### src/shared/dialer_pkg.sv
// Shared constants, types and reset values for the pulse dialer.
package dialer_pkg;

    ////////////////////////////////////////////////////////////////////////
    // Clock and oscillator time base.
    localparam int CLK_HZ      = 100_000_000;  // System clock rate in Hz.
    localparam int OSC_HZ      = 4000;         // Nominal dial oscillator.
    localparam int OSC_DIV_DEF = CLK_HZ / OSC_HZ; // Clocks per tick.

    ////////////////////////////////////////////////////////////////////////
    // Intervals in milliseconds at the nominal oscillator rate, 10 pps.
    localparam int T_DEBOUNCE_MS = 10;    // Key release debounce.
    localparam int T_KEYVALID_MS = 40;    // Key down time for valid entry.
    localparam int T_PDP_MS      = 900;   // Predigital pause.
    localparam int T_IDT_MS      = 900;   // Interdigit time.
    localparam int T_PERIOD_MS   = 100;   // One dial pulse period.
    localparam int T_ONHOOK_MS   = 300;   // On-hook time that arms redial.
    localparam int T_MUTE_MS     = 5;     // Mute hold after last pulse.
    localparam int BRK_PCT_LO    = 60;    // Break share, ratio select low.
    localparam int BRK_PCT_HI    = 66;    // Break share, ratio select high.

    // The same intervals as oscillator ticks.
    localparam logic [11:0] DEBOUNCE_TICKS = 12'(T_DEBOUNCE_MS*OSC_HZ/1000);
    localparam logic [11:0] KEYVALID_TICKS = 12'(T_KEYVALID_MS*OSC_HZ/1000);
    localparam logic [11:0] PDP_TICKS      = 12'(T_PDP_MS*OSC_HZ/1000);
    localparam logic [11:0] IDT_TICKS      = 12'(T_IDT_MS*OSC_HZ/1000);
    localparam logic [11:0] PERIOD_TICKS   = 12'(T_PERIOD_MS*OSC_HZ/1000);
    localparam logic [11:0] ONHOOK_TICKS   = 12'(T_ONHOOK_MS*OSC_HZ/1000);
    localparam logic [11:0] MUTE_TICKS     = 12'(T_MUTE_MS*OSC_HZ/1000);
    localparam logic [11:0] BRK_LO_TICKS   =
        12'(T_PERIOD_MS*OSC_HZ/1000*BRK_PCT_LO/100);
    localparam logic [11:0] BRK_HI_TICKS   =
        12'(T_PERIOD_MS*OSC_HZ/1000*BRK_PCT_HI/100);

    ////////////////////////////////////////////////////////////////////////
    // Keypad and digit memory.
    localparam int ROW_W = 4;                   // Keypad row lines.
    localparam int COL_W = 3;                   // Keypad column lines.
    localparam int PIN_W = ROW_W + COL_W + 3;   // All synchronised pins.
    localparam logic [4:0] MEM_DEPTH   = 5'h11; // Redial digit capacity.
    localparam logic [3:0] KEY_STAR    = 4'hA;  // Row 4, column 1.
    localparam logic [3:0] KEY_ZERO    = 4'hB;  // Row 4, column 2.
    localparam logic [3:0] KEY_HASH    = 4'hC;  // Row 4, column 3.
    localparam logic [3:0] ZERO_PULSES = 4'hA;  // Zero dials ten pulses.

    ////////////////////////////////////////////////////////////////////////
    // Register map and field positions.
    localparam logic [7:0] REG_CTRL   = 8'h00;  // Control, write only.
    localparam logic [7:0] REG_STATUS = 8'h04;  // Status, read only.
    localparam int CTRL_REDIAL_BIT = 0;  // Write 1: replay stored number.
    localparam int CTRL_CLEAR_BIT  = 1;  // Write 1: empty digit memory.
    localparam int STS_HOOK_BIT    = 0;  // Handset off hook.
    localparam int STS_OSC_BIT     = 1;  // Oscillator running.
    localparam int STS_MUTE_BIT    = 2;  // Mute active.
    localparam int STS_BREAK_BIT   = 3;  // Line break active.
    localparam int STS_ARMED_BIT   = 4;  // Redial armed.
    localparam int STS_WR_LSB      = 8;  // Stored digit count, 5 bits.
    localparam int STS_RD_LSB      = 16; // Sent digit count, 5 bits.

    ////////////////////////////////////////////////////////////////////////
    // Outpulsing states.
    typedef enum logic [2:0] {
        ST_IDLE = 3'b000,
        ST_PDP  = 3'b001,
        ST_BRK  = 3'b010,
        ST_MAKE = 3'b011,
        ST_IDT  = 3'b100,
        ST_TAIL = 3'b101
    } dial_state_e;

    // Complete state of the dialer.
    typedef struct packed {
        logic [14:0]       pre;         // Oscillator prescaler.
        logic              base_tick;   // Free time base pulse.
        logic              osc_run;     // Oscillator enabled.
        logic [11:0]       key_cnt;     // Key hold or release counter.
        logic              key_done;    // Key taken, awaiting release.
        logic [6:0]        key_pat;     // Pattern being qualified.
        logic [11:0]       hook_cnt;    // On-hook time counter.
        logic              redial_ok;   // Redial armed after on hook.
        logic [16:0][3:0]  mem;         // Stored pulse counts.
        logic [4:0]        wr_cnt;      // Digits stored.
        logic [4:0]        rd_ptr;      // Digits sent.
        logic [3:0]        pulses_left; // Pulses left in this digit.
        logic [11:0]       tmr;         // Interval down counter.
        dial_state_e       st;          // Outpulsing state.
        logic              pulse_n;     // Line pulse pin level.
        logic              pulse_oe;    // Line pulse pin pulls low.
        logic              mute_n;      // Mute pin level.
        logic              mute_oe;     // Mute pin pulls low.
        logic              pready;      // Bus answer.
        logic              pslverr;     // Bus error answer.
        logic [31:0]       prdata;      // Bus read data.
    } state_s;

    // Value after reset: idle, outputs released, memory empty.
    localparam state_s STATE_RST = '{st: ST_IDLE, pulse_n: 1'b1,
                                     mute_n: 1'b1, default: '0};

endpackage : dialer_pkg

### src/rtl/pin_sync.sv
// Three-stage input synchroniser with agreement filter.
`timescale 1ns/1ps
module pin_sync #(
    parameter int W = 1
) (
    input  wire logic         clk,
    input  wire logic         rst_n,
    input  wire logic [W-1:0] d,
    output logic      [W-1:0] q
);

    // Synchroniser stages and the filtered result.
    typedef struct packed {
        logic [W-1:0] s1;
        logic [W-1:0] s2;
        logic [W-1:0] s3;
        logic [W-1:0] q;
    } sync_s;

    sync_s cur;  // Registered state.
    sync_s nxt;  // Next state.

    ////////////////////////////////////////////////////////////////////////
    // A bit follows only once stages two and three agree.
    always_comb begin
        nxt    = cur;
        nxt.s1 = d;
        nxt.s2 = cur.s1;
        nxt.s3 = cur.s2;
        for (int i = 0; i < W; i++) begin
            if (cur.s2[i] == cur.s3[i]) begin
                nxt.q[i] = cur.s3[i];
            end
        end
    end

    // State register.
    always_ff @(posedge clk or negedge rst_n) begin
        if (!rst_n) begin
            cur <= '0;
        end else begin
            cur <= nxt;
        end
    end

    assign q = cur.q;

endmodule : pin_sync

### src/rtl/pulse_dialer.sv
// Keypad pulse dialer with redial memory and an APB status port.
`timescale 1ns/1ps

module pulse_dialer #(
    parameter int OSC_DIV = dialer_pkg::OSC_DIV_DEF
) (
    input  wire logic                         MCLK,
    input  wire logic                         RST_B,
    input  wire logic [dialer_pkg::ROW_W-1:0] KEY_ROW,
    input  wire logic [dialer_pkg::COL_W-1:0] KEY_COL,
    input  wire logic                         OFF_HOOK,
    input  wire logic                         DIAL_RATE_SELECT,
    input  wire logic                         MAKE_BREAK_RATIO_SELECT,
    output logic                              LINE_PULSE_OUT_N,
    output logic                              LINE_PULSE_OUT_N_OE,
    output logic                              MUTE_OUT_N,
    output logic                              MUTE_OUT_N_OE,
    input  wire logic                         PSEL,
    input  wire logic                         PENABLE,
    input  wire logic                         PWRITE,
    input  wire logic [7:0]                   PADDR,
    input  wire logic [31:0]                  PWDATA,
    output logic      [31:0]                  PRDATA,
    output logic                              PREADY,
    output logic                              PSLVERR
);
    import dialer_pkg::*;

    logic [1:0]       rst_sync;   // Reset release stages.
    logic             rst_n;      // Released reset for the design.
    logic [PIN_W-1:0] pins;       // Filtered pin levels.
    logic [3:0]       row;        // Active row lines.
    logic [2:0]       col;        // Active column lines.
    logic             off_hook;   // Handset lifted.
    logic             fast;       // Twenty pulses per second.
    logic             ratio;      // Sixty-six percent break.
    logic             key_single; // Exactly one key down.
    logic             key_any;    // Any keypad line active.
    logic             tick;       // Oscillator tick.
    logic             key_accept; // Key qualified this cycle.
    logic [11:0]      brk_full;   // Break ticks at 10 pps.
    logic [11:0]      brk_t;      // Break ticks at selected rate.
    logic [11:0]      per_t;      // Period ticks at selected rate.
    logic [11:0]      make_t;     // Make ticks at selected rate.
    logic [11:0]      pdp_t;      // Pause ticks at selected rate.
    logic [11:0]      idt_t;      // Interdigit ticks at selected rate.
    state_s           cur;        // Registered state.
    state_s           nxt;        // Next state.

    ////////////////////////////////////////////////////////////////////////
    // Reset is released through two flip-flops.
    always_ff @(posedge MCLK or negedge RST_B) begin
        if (!RST_B) begin
            rst_sync <= 2'h0;
        end else begin
            rst_sync <= {rst_sync[0], 1'b1};
        end
    end
    assign rst_n = rst_sync[1];

    // All pins come from outside the clock domain.
    pin_sync #(.W(PIN_W)) u_pin_sync (
        .clk   (MCLK),
        .rst_n (rst_n),
        .d     ({KEY_ROW, KEY_COL, OFF_HOOK, DIAL_RATE_SELECT,
                 MAKE_BREAK_RATIO_SELECT}),
        .q     (pins)
    );
    assign {row, col, off_hook, fast, ratio} = pins;

    ////////////////////////////////////////////////////////////////////////
    // Key decode and interval selection.
    assign key_single = $onehot(row) & $onehot(col);
    assign key_any    = |{row, col};
    assign tick       = cur.base_tick & cur.osc_run;
    assign brk_full   = ratio ? BRK_HI_TICKS : BRK_LO_TICKS;
    assign brk_t      = fast ? (brk_full >> 1) : brk_full;
    assign per_t      = fast ? (PERIOD_TICKS >> 1) : PERIOD_TICKS;
    assign make_t     = per_t - brk_t;
    assign pdp_t      = fast ? (PDP_TICKS >> 1) : PDP_TICKS;
    assign idt_t      = fast ? (IDT_TICKS >> 1) : IDT_TICKS;

    // Maps one row and one column to key codes 1 to 12.
    function automatic logic [3:0] key_code(input logic [3:0] r,
                                            input logic [2:0] c);
        logic [3:0] ri;
        logic [3:0] ci;
        ri = r[0] ? 4'h0 : r[1] ? 4'h1 : r[2] ? 4'h2 : 4'h3;
        ci = c[0] ? 4'h0 : c[1] ? 4'h1 : 4'h2;
        return (ri * 4'h3) + ci + 4'h1;
    endfunction : key_code

    ////////////////////////////////////////////////////////////////////////
    // Next-state logic for keypad, memory, outpulsing and bus.
    always_comb begin
        logic [3:0]  code;
        logic [3:0]  digit;
        logic [31:0] rd;
        code  = key_code(row, col);
        digit = (code == KEY_ZERO) ? ZERO_PULSES : code;
        rd    = '0;
        key_accept    = 1'b0;
        nxt           = cur;
        nxt.base_tick = 1'b0;
        nxt.pready    = 1'b0;
        nxt.pslverr   = 1'b0;
        // Free-running time base; ticks count only while running.
        if (cur.pre == 15'(OSC_DIV - 1)) begin
            nxt.pre       = '0;
            nxt.base_tick = 1'b1;
        end else begin
            nxt.pre = cur.pre + 15'h1;
        end
        // Oscillator runs off hook while a key or dialing is active.
        nxt.osc_run = off_hook & (key_single | cur.key_done |
                                  (cur.st != ST_IDLE));
        // On-hook timer arms redial after the minimum time.
        if (off_hook) begin
            nxt.hook_cnt = '0;
        end else if (cur.hook_cnt == ONHOOK_TICKS) begin
            nxt.redial_ok = 1'b1;
        end else if (cur.base_tick) begin
            nxt.hook_cnt = cur.hook_cnt + 12'h1;
        end
        // Keypad qualification; nothing is seen on hook.
        if (!off_hook) begin
            nxt.key_cnt  = '0;
            nxt.key_done = 1'b0;
        end else if (cur.key_done) begin
            // Wait for a clean release before the next key.
            if (key_any) begin
                nxt.key_cnt = '0;
            end else if (tick) begin
                if (cur.key_cnt == DEBOUNCE_TICKS - 12'h1) begin
                    nxt.key_done = 1'b0;
                    nxt.key_cnt  = '0;
                end else begin
                    nxt.key_cnt = cur.key_cnt + 12'h1;
                end
            end
        end else if (key_single) begin
            // A changed pattern restarts the hold time.
            if ({row, col} != cur.key_pat) begin
                nxt.key_pat = {row, col};
                nxt.key_cnt = '0;
            end else if (tick) begin
                if (cur.key_cnt == KEYVALID_TICKS - 12'h1) begin
                    key_accept   = 1'b1;
                    nxt.key_done = 1'b1;
                    nxt.key_cnt  = '0;
                end else begin
                    nxt.key_cnt = cur.key_cnt + 12'h1;
                end
            end
        end else begin
            nxt.key_cnt = '0;
        end
        // Accepted key: redial request or a new digit.
        if (key_accept) begin
            nxt.redial_ok = 1'b0;
            if (code == KEY_STAR || code == KEY_HASH) begin
                if (cur.redial_ok && cur.st == ST_IDLE) begin
                    nxt.rd_ptr = '0;
                end
            end else if (cur.redial_ok) begin
                // First digit of a new call replaces the old number.
                nxt.mem[0] = digit;
                nxt.wr_cnt = 5'h1;
                nxt.rd_ptr = '0;
            end else if (cur.wr_cnt < MEM_DEPTH) begin
                nxt.mem[cur.wr_cnt] = digit;
                nxt.wr_cnt = cur.wr_cnt + 5'h1;
            end
        end
        // Bus setup cycle: decode and prepare the answer.
        if (PSEL && !PENABLE && !cur.pready) begin
            nxt.pready = 1'b1;
            rd[STS_HOOK_BIT]          = off_hook;
            rd[STS_OSC_BIT]           = cur.osc_run;
            rd[STS_MUTE_BIT]          = cur.mute_oe;
            rd[STS_BREAK_BIT]         = cur.pulse_oe;
            rd[STS_ARMED_BIT]         = cur.redial_ok;
            rd[STS_WR_LSB +: 5]       = cur.wr_cnt;
            rd[STS_RD_LSB +: 5]       = cur.rd_ptr;
            nxt.prdata  = (PADDR == REG_STATUS) ? rd : '0;
            nxt.pslverr = (PADDR != REG_STATUS) && (PADDR != REG_CTRL);
        end
        // Control write takes effect at the completing edge.
        if (PSEL && PENABLE && PWRITE && cur.pready &&
            PADDR == REG_CTRL && cur.st == ST_IDLE) begin
            if (PWDATA[CTRL_REDIAL_BIT] && off_hook) begin
                nxt.rd_ptr = '0;
            end
            if (PWDATA[CTRL_CLEAR_BIT]) begin
                nxt.wr_cnt = '0;
                nxt.rd_ptr = '0;
            end
        end
        // Outpulsing sequence; hanging up aborts it.
        if (!off_hook) begin
            nxt.st = ST_IDLE;
        end else begin
            unique case (cur.st)
                ST_IDLE: begin
                    if (nxt.rd_ptr < nxt.wr_cnt) begin
                        nxt.st  = ST_PDP;
                        nxt.tmr = pdp_t - 12'h1;
                    end
                end
                ST_PDP, ST_IDT: begin
                    if (tick && cur.tmr == '0) begin
                        nxt.pulses_left = cur.mem[cur.rd_ptr];
                        nxt.rd_ptr      = cur.rd_ptr + 5'h1;
                        nxt.st          = ST_BRK;
                        nxt.tmr         = brk_t - 12'h1;
                    end else if (tick) begin
                        nxt.tmr = cur.tmr - 12'h1;
                    end
                end
                ST_BRK: begin
                    if (tick && cur.tmr == '0) begin
                        nxt.st  = ST_MAKE;
                        nxt.tmr = make_t - 12'h1;
                    end else if (tick) begin
                        nxt.tmr = cur.tmr - 12'h1;
                    end
                end
                ST_MAKE: begin
                    if (tick && cur.tmr == '0) begin
                        if (cur.pulses_left > 4'h1) begin
                            nxt.pulses_left = cur.pulses_left - 4'h1;
                            nxt.st  = ST_BRK;
                            nxt.tmr = brk_t - 12'h1;
                        end else if (cur.rd_ptr < cur.wr_cnt) begin
                            nxt.st  = ST_IDT;
                            nxt.tmr = idt_t - 12'h1;
                        end else begin
                            nxt.st  = ST_TAIL;
                            nxt.tmr = MUTE_TICKS - 12'h1;
                        end
                    end else if (tick) begin
                        nxt.tmr = cur.tmr - 12'h1;
                    end
                end
                ST_TAIL: begin
                    if (cur.rd_ptr < cur.wr_cnt) begin
                        nxt.st  = ST_IDT;
                        nxt.tmr = idt_t - 12'h1;
                    end else if (tick && cur.tmr == '0) begin
                        nxt.st = ST_IDLE;
                    end else if (tick) begin
                        nxt.tmr = cur.tmr - 12'h1;
                    end
                end
                default: begin
                    nxt.st = ST_IDLE;
                end
            endcase
        end
        // Open-drain pins pull low during break and while muting.
        nxt.pulse_oe = (nxt.st == ST_BRK);
        nxt.pulse_n  = (nxt.st != ST_BRK);
        nxt.mute_oe  = (nxt.st != ST_IDLE);
        nxt.mute_n   = (nxt.st == ST_IDLE);
    end

    // State register.
    always_ff @(posedge MCLK or negedge rst_n) begin
        if (!rst_n) begin
            cur <= STATE_RST;
        end else begin
            cur <= nxt;
        end
    end

    assign LINE_PULSE_OUT_N    = cur.pulse_n;
    assign LINE_PULSE_OUT_N_OE = cur.pulse_oe;
    assign MUTE_OUT_N          = cur.mute_n;
    assign MUTE_OUT_N_OE       = cur.mute_oe;
    assign PRDATA              = cur.prdata;
    assign PREADY              = cur.pready;
    assign PSLVERR             = cur.pslverr;

    ////////////////////////////////////////////////////////////////////////
    // Checks. Helper counts oscillator ticks spent in each break.
    logic [11:0] brk_ticks_reg;
    always_ff @(posedge MCLK or negedge rst_n) begin
        if (!rst_n) begin
            brk_ticks_reg <= '0;
        end else if (cur.st != ST_BRK) begin
            brk_ticks_reg <= '0;
        end else if (tick) begin
            brk_ticks_reg <= brk_ticks_reg + 12'h1;
        end
    end
endmodule : pulse_dialer

### config.mk
export PLATFORM = sky130hd
export DESIGN_NAME = pulse_dialer
export DESIGN_NICKNAME = d
export VERILOG_FILES = /design/src/shared/dialer_pkg.sv /design/src/rtl/pin_sync.sv /design/src/rtl/pulse_dialer.sv
export SDC_FILE = /design/constraint.sdc
export NUM_CORES = 1
export LEC_CHECK = 0
export ABC_AREA = 1
export BUFFER_PORTS_ARGS = -buffer_cell sky130_fd_sc_hd__buf_4
export CAP_MARGIN = 10
export CORE_ASPECT_RATIO = 1.2
export CORE_MARGIN = 4
export CORE_UTILIZATION = 40
export DETAILED_ROUTE_END_ITERATION = 8
export GPL_TIMING_DRIVEN = 0
export HOLD_SLACK_MARGIN = 0.12
export SLEW_MARGIN = 30
export SYNTH_ARGS = -nofsm -noshare
export SYNTH_HDL_FRONTEND = slang
export SYNTH_HIERARCHICAL = 1
export SYNTH_SLANG_ARGS = --single-unit
### constraint.sdc
create_clock -name MCLK -period 8.78 [get_ports MCLK]
set_input_delay 0.439 -clock MCLK [delete_from_list [all_inputs] [get_ports MCLK]]
set_output_delay 0.439 -clock MCLK [all_outputs]
set_load 0.02 [all_outputs]
# == Yosys cells after proc, flatten, opt, wreduce, memory -nomap -nowiden ==
# Cells that the tools add are included.
# classes
addsub,18
mul,1
n_lt_le_gt_ge,7
n_eq_ne,38
n_mux,77
bitwise,8
reduce_logical,37
# ops
op,n
2-to-1 mux 12 bit,14
2-to-1 mux 73 bit,2
2-to-1 mux 79 bit,1
2-to-1 mux 15 bit,5
bitwise mux 68 bit,1
2-to-1 mux 64 bit,1
case mux 12 bit (5 select lines),1
2-to-1 mux 13 bit,4
2-to-1 mux 9 bit,5
2-to-1 mux 21 bit,2
2-to-1 mux 34 bit,1
2-to-1 mux 5 bit,5
"adder 12 x 1 -> 12 bit, second input constant",2
"subtractor 12 x 1 -> 12 bit, second input constant",2
binary-select mux 4 bit (select 5 bit),1
demux 4 bit (select 5 bit),1
2-to-1 mux 10 bit,2
2-to-1 mux 4 bit,5
"adder 15 x 1 -> 15 bit, second input constant",1
"== test 15 bit, second input constant",1
2-to-1 mux 3 bit,5
case mux 3 bit (5 select lines),1
2-to-1 mux 1 bit,13
"== test 12 x 11 -> 1 bit, second input constant",1
other kinds (56),109
# totals
reg_bits,227
wordCells,237

# == Logic depth before layout (Yosys ltp) ==
# logic_depth
word_depth,21
ltp_mapped,28
mapped_depth_nobuf,25

# == Cells and area by module ==
# The synthesis kept the hierarchy.
# by_module_without_submodules
module,instances,cells_each,area_each_um2,seq_area_each_um2
pulse_dialer,1,1321,10134.7,4256.6
pin_sync,1,90,1238.7,1001.0

# == Least setup slack after synthesis ==
# No wires, ideal clock.
# synth_timing
path_type,register -> register
from,"register u_pin_sync.cur, in the netlist u_pin_sync/q[7]"
to,register cur[44] (netlist name)
setup_time_ns,0.116
arrival_ns,4.218
slack_ns,4.445
stages_incl_launch_ff,28
synth_period_minus_slack_ns,4.335
path_cell_list,dfrtp_1 > buf_4 > inv_2 > ha_1 > inv_1 > fa_1 > fa_1 > buf_2 > inv_1 > nor2_1 > nand3_1 > nand2_2 > nor2_1 > inv_1 > nor3_1 > a21oi_1 > a21oi_1 > inv_1 > ha_1 > a21oi_1 > nor3_1 > a211oi_1 > nand2_4 > nand2_1 > nand2_1 > buf_6 > nand2_1 > nand2_1
# synth_lines
element,line,source
"start, declared",pin_sync.sv:20,sync_s cur;
"start signal, assigned",pin_sync.sv:42,cur <= nxt;
"end signal, assigned",pulse_dialer.sv:272,cur <= nxt;
"end, declared",pulse_dialer.sv:47,state_s cur;

==> results.cfg <==
[timing]
rsz0062_at_grt = no
setup_violations = 0
fmax_mhz = 197
finClkSkew_ns = 0.0182
slew_headroom_pct = 38.3
period_share_pct = 57.9
hold_slack_ns = 0.150
fin_crit_ns = 5.08
max_slew.worst_pin.slew_ns = 0.922
hold_violations = 0
slew_violations = 0

[flow_run]
drv_cap = 0

[grt]
grt_pass1_wl_um = 44900
grt_use_total_pct = 17.3
grt_pass1_vias = 8942
antenna_found_initial = 0
grt_max_degree = 49
grt.overflow.total = 0

[cts]
ctsResizeCount = 0
cts_tree = yes
path_clk_slew_ns = 0.06
clock-sinks = 210
cts_made_buffers = 24
htree_levels = 1
worstSkewPairLatency_ns = 0.52
cts_max_path_buffers = 3
root_buffer = clkbuf_16

[synthesis]
yosysTopAreaCellShare_pct = 45.8
yosysMostFrequentCell = nand2_1
synth_seq_area_share_pct = 46.2
async_reset_ff_share_pct = 100
synth_cell_types = 56
yosys_most_used_dff = dfrtp_1
yosys.area.top_type = dfrtp_1
postSynthAreaPerCell_um2 = 8.06
synthTopCellsByArea = dfrtp_1 (46%), nand2_1 (9.5%), o21ai_0 (6.9%)
syn_inst = 1411
synthTopCellsByCount = nand2_1 (289), dfrtp_1 (208), inv_1 (178)
netlist_area_um2 = 11400
synth_edf_count = 0
ys_ff_latch = 210
ys_warn_count = 6

[finish]
syn2layout_area_growth_pct = 16.8
fin_nets = 1607
num-fill-cells = 2774
seqCellArea_um2 = 5260
antenna_cells = 0
multi_input_area_um2 = 5020
drive_gt1_share_pct = 12.9
stdcell_count = 1910

[die]
pin_count = 93
initial_core_util_pct = 40.6
die_x_um = 162
die_y_um = 193
fp-row-count = 67
core_um2 = 28000
die_area_um2 = 31200

[place]
routabilityCongestion = 0.910
place_inst = 1855
dp_hpwl_um = 20000
portBuffers = 45

[detailed_routing]
drt-initial-drc-count = 568
via_count = 9341
wirelength_um = 27000
wl_per_cell_um = 14.1
final_antenna_net_count = 0
viasPerCell = 4.89
dr.pass1.iters = 5
drc = 0

[worst_setup_path]
path_class = reg2reg
arrival_ns = 5.53
ff2ff_setup_slack_ns = 3.70
worstPathRequired_ns = 9.23
critPathLaunchType = flip-flop
cp_max_fo = 9
endpoint_kind = flip-flop

[pwr]
p_sw_uw = 620
ir_drop_uv = 103
powerDensity_nw_per_um2 = 175
swShare_pct = 26.7
power_frac_seq_pct = 44.2
p_leak_nw = 6.50
p_int_mw = 1.70
combPwrFrac_pct = 12.1
clkPwrFrac_pct = 43.7

[worst_hold_path]
worstHoldPathType = in2reg

[run_status]
status = finished, final reports clean
placed cells by master, fill, tap and decap left out, drive strengths merged, types with 2 or more instances in the layout:
master | Yosys | layout
inv | 186 | 186
dfrtp | 208 | 208
clkinvlp | 0 | 2
nand3 | 77 | 77
buf | 48 | 97
conb | 2 | 18
ha | 35 | 35
nand2 | 306 | 306
o211ai | 16 | 16
o22ai | 26 | 26
o21a | 3 | 3
mux2i | 3 | 3
o221ai | 4 | 4
a21oi | 54 | 54
or2 | 5 | 5
dlygate4sd3 | 0 | 11
nor2 | 145 | 145
xor2 | 20 | 20
nor3 | 28 | 28
mux2 | 2 | 2
clkinv | 1 | 9
clkbuf | 26 | 58
bufinv | 0 | 2
xnor2 | 7 | 7
o21ai | 160 | 160
dfstp | 2 | 2
fa | 4 | 4
a31oi | 5 | 5
nand4 | 18 | 18
nor4 | 7 | 7
power by group through the flow:
stage	clock network (mW)	logic, mW	registers (mW)
after global routing	1.08	0.320	1.03
after floorplan	0	0.183	1.05
after CTS	1.05	0.284	1.03
after global placement	0	0.251	1.06
after detailed placement	0	0.280	1.04
final	1.01	0.280	1.03
critical path, cell delays in order (launching register included):
cell and delay (ns):
dfrtp_1 0.40, buf_4 0.16, a21oi_1 0.20, inv_1 0.09, fa_1 0.56, fa_1 0.41
buf_2 0.19, inv_1 0.14, nor2_1 0.06, nand3_1 0.09, nand2_2 0.09, nor2_1 0.19
inv_1 0.10, nor3_1 0.16, a21oi_1 0.08, a21oi_1 0.17, inv_1 0.06, ha_1 0.28
a21oi_1 0.16, nor3_1 0.06, a211oi_1 0.70, nand3_1 0.33, o21ai_0 0.17, nand2_1 0.08
nand2_1 0.06
metrics by stage:
stage               worst slack (ns)  power [mW]  setup TNS [ns]  area (µm²)  util [%]
finish                          3.70        2.32               0       13300      47.4
global placement              -0.200        1.31          -38.99       12200      43.7
global route                    3.28        2.44               0       13300      47.4
CTS                             3.76        2.36               0       13300      47.4
detailed placement              3.79        1.32               0       12400      44.1
floorplan                       2.50        1.23               0       11400         -
worst paths after layout:
kind / cells after the start / endpoint / from
worst max-delay path: 24 / cur[42]$_DFFE_PN0P_ / u_pin_sync/q[8]$_DFFE_PN0N_
worst min-delay path: 2 / cur[64]$_DFF_PN0_ / PWDATA[1]
worst max register to register: 24 / cur[42]$_DFFE_PN0P_ / u_pin_sync/q[8]$_DFFE_PN0N_
worst min register to register: 0 / u_pin_sync/cur[36]$_DFF_PN0_ / rst_sync[1]$_DFF_PN0_
max in group asynchronous: 2 / PRDATA[4]$_DFFE_PN0P_ / rst_sync[1]$_DFF_PN0_
min in group asynchronous: 2 / rst_sync[1]$_DFF_PN0_ / RST_B
layout make-up:
class / instances / area share (%)
plain buffers: 74 / 3.45
clock buffers: 32 / 5.13
clock inverters: 12 / 0.980
inverters: 187 / 5.29
multi-input cells: 956 / 37.8
flip-flops and latches: 210 / 39.6
well taps: 379 / 3.57
repair buffers: 60 / 4.20
metal layers:
| metal | up-vias | global-route usage, % | share of wire, % | wire, µm |
|---|---|---|---|---|
| li1 | 4748 | - | - | - |
| met1 | 4360 | 24.1 | 47 | 12800 |
| met2 | 189 | 28.7 | 46 | 12400 |
| met3 | 44 | 2.37 | 4.5 | 1210 |
| met4 | 0 | 4.69 | 2.2 | 596 |
| met5 | - | 0 | 0 | 0 |
what timing repair did:
item                      4_1_cts  5_1_grt
setup buffers                   0        0
hold buffers                   11        0
hold endpoints to repair       12        0
kinds of logic (layout without fill, tap and decap cells):
logic type / after synthesis / after routing / synth area share (%)
buffers and inverters: 261 / 365 / 10.2
multiplexers: 5 / 5 / 0.462
AO/OA/AOI/OAI: 279 / 279 / 13.6
AND/OR/NAND/NOR: 588 / 588 / 22.8
flip-flops: 210 / 210 / 46.2
adder cells (fa/ha/maj): 39 / 39 / 4.55
other: 2 / 18 / 0.0660
XOR/XNOR: 27 / 27 / 2.15
No activity file was read; power rests on OpenSTA's default activity.
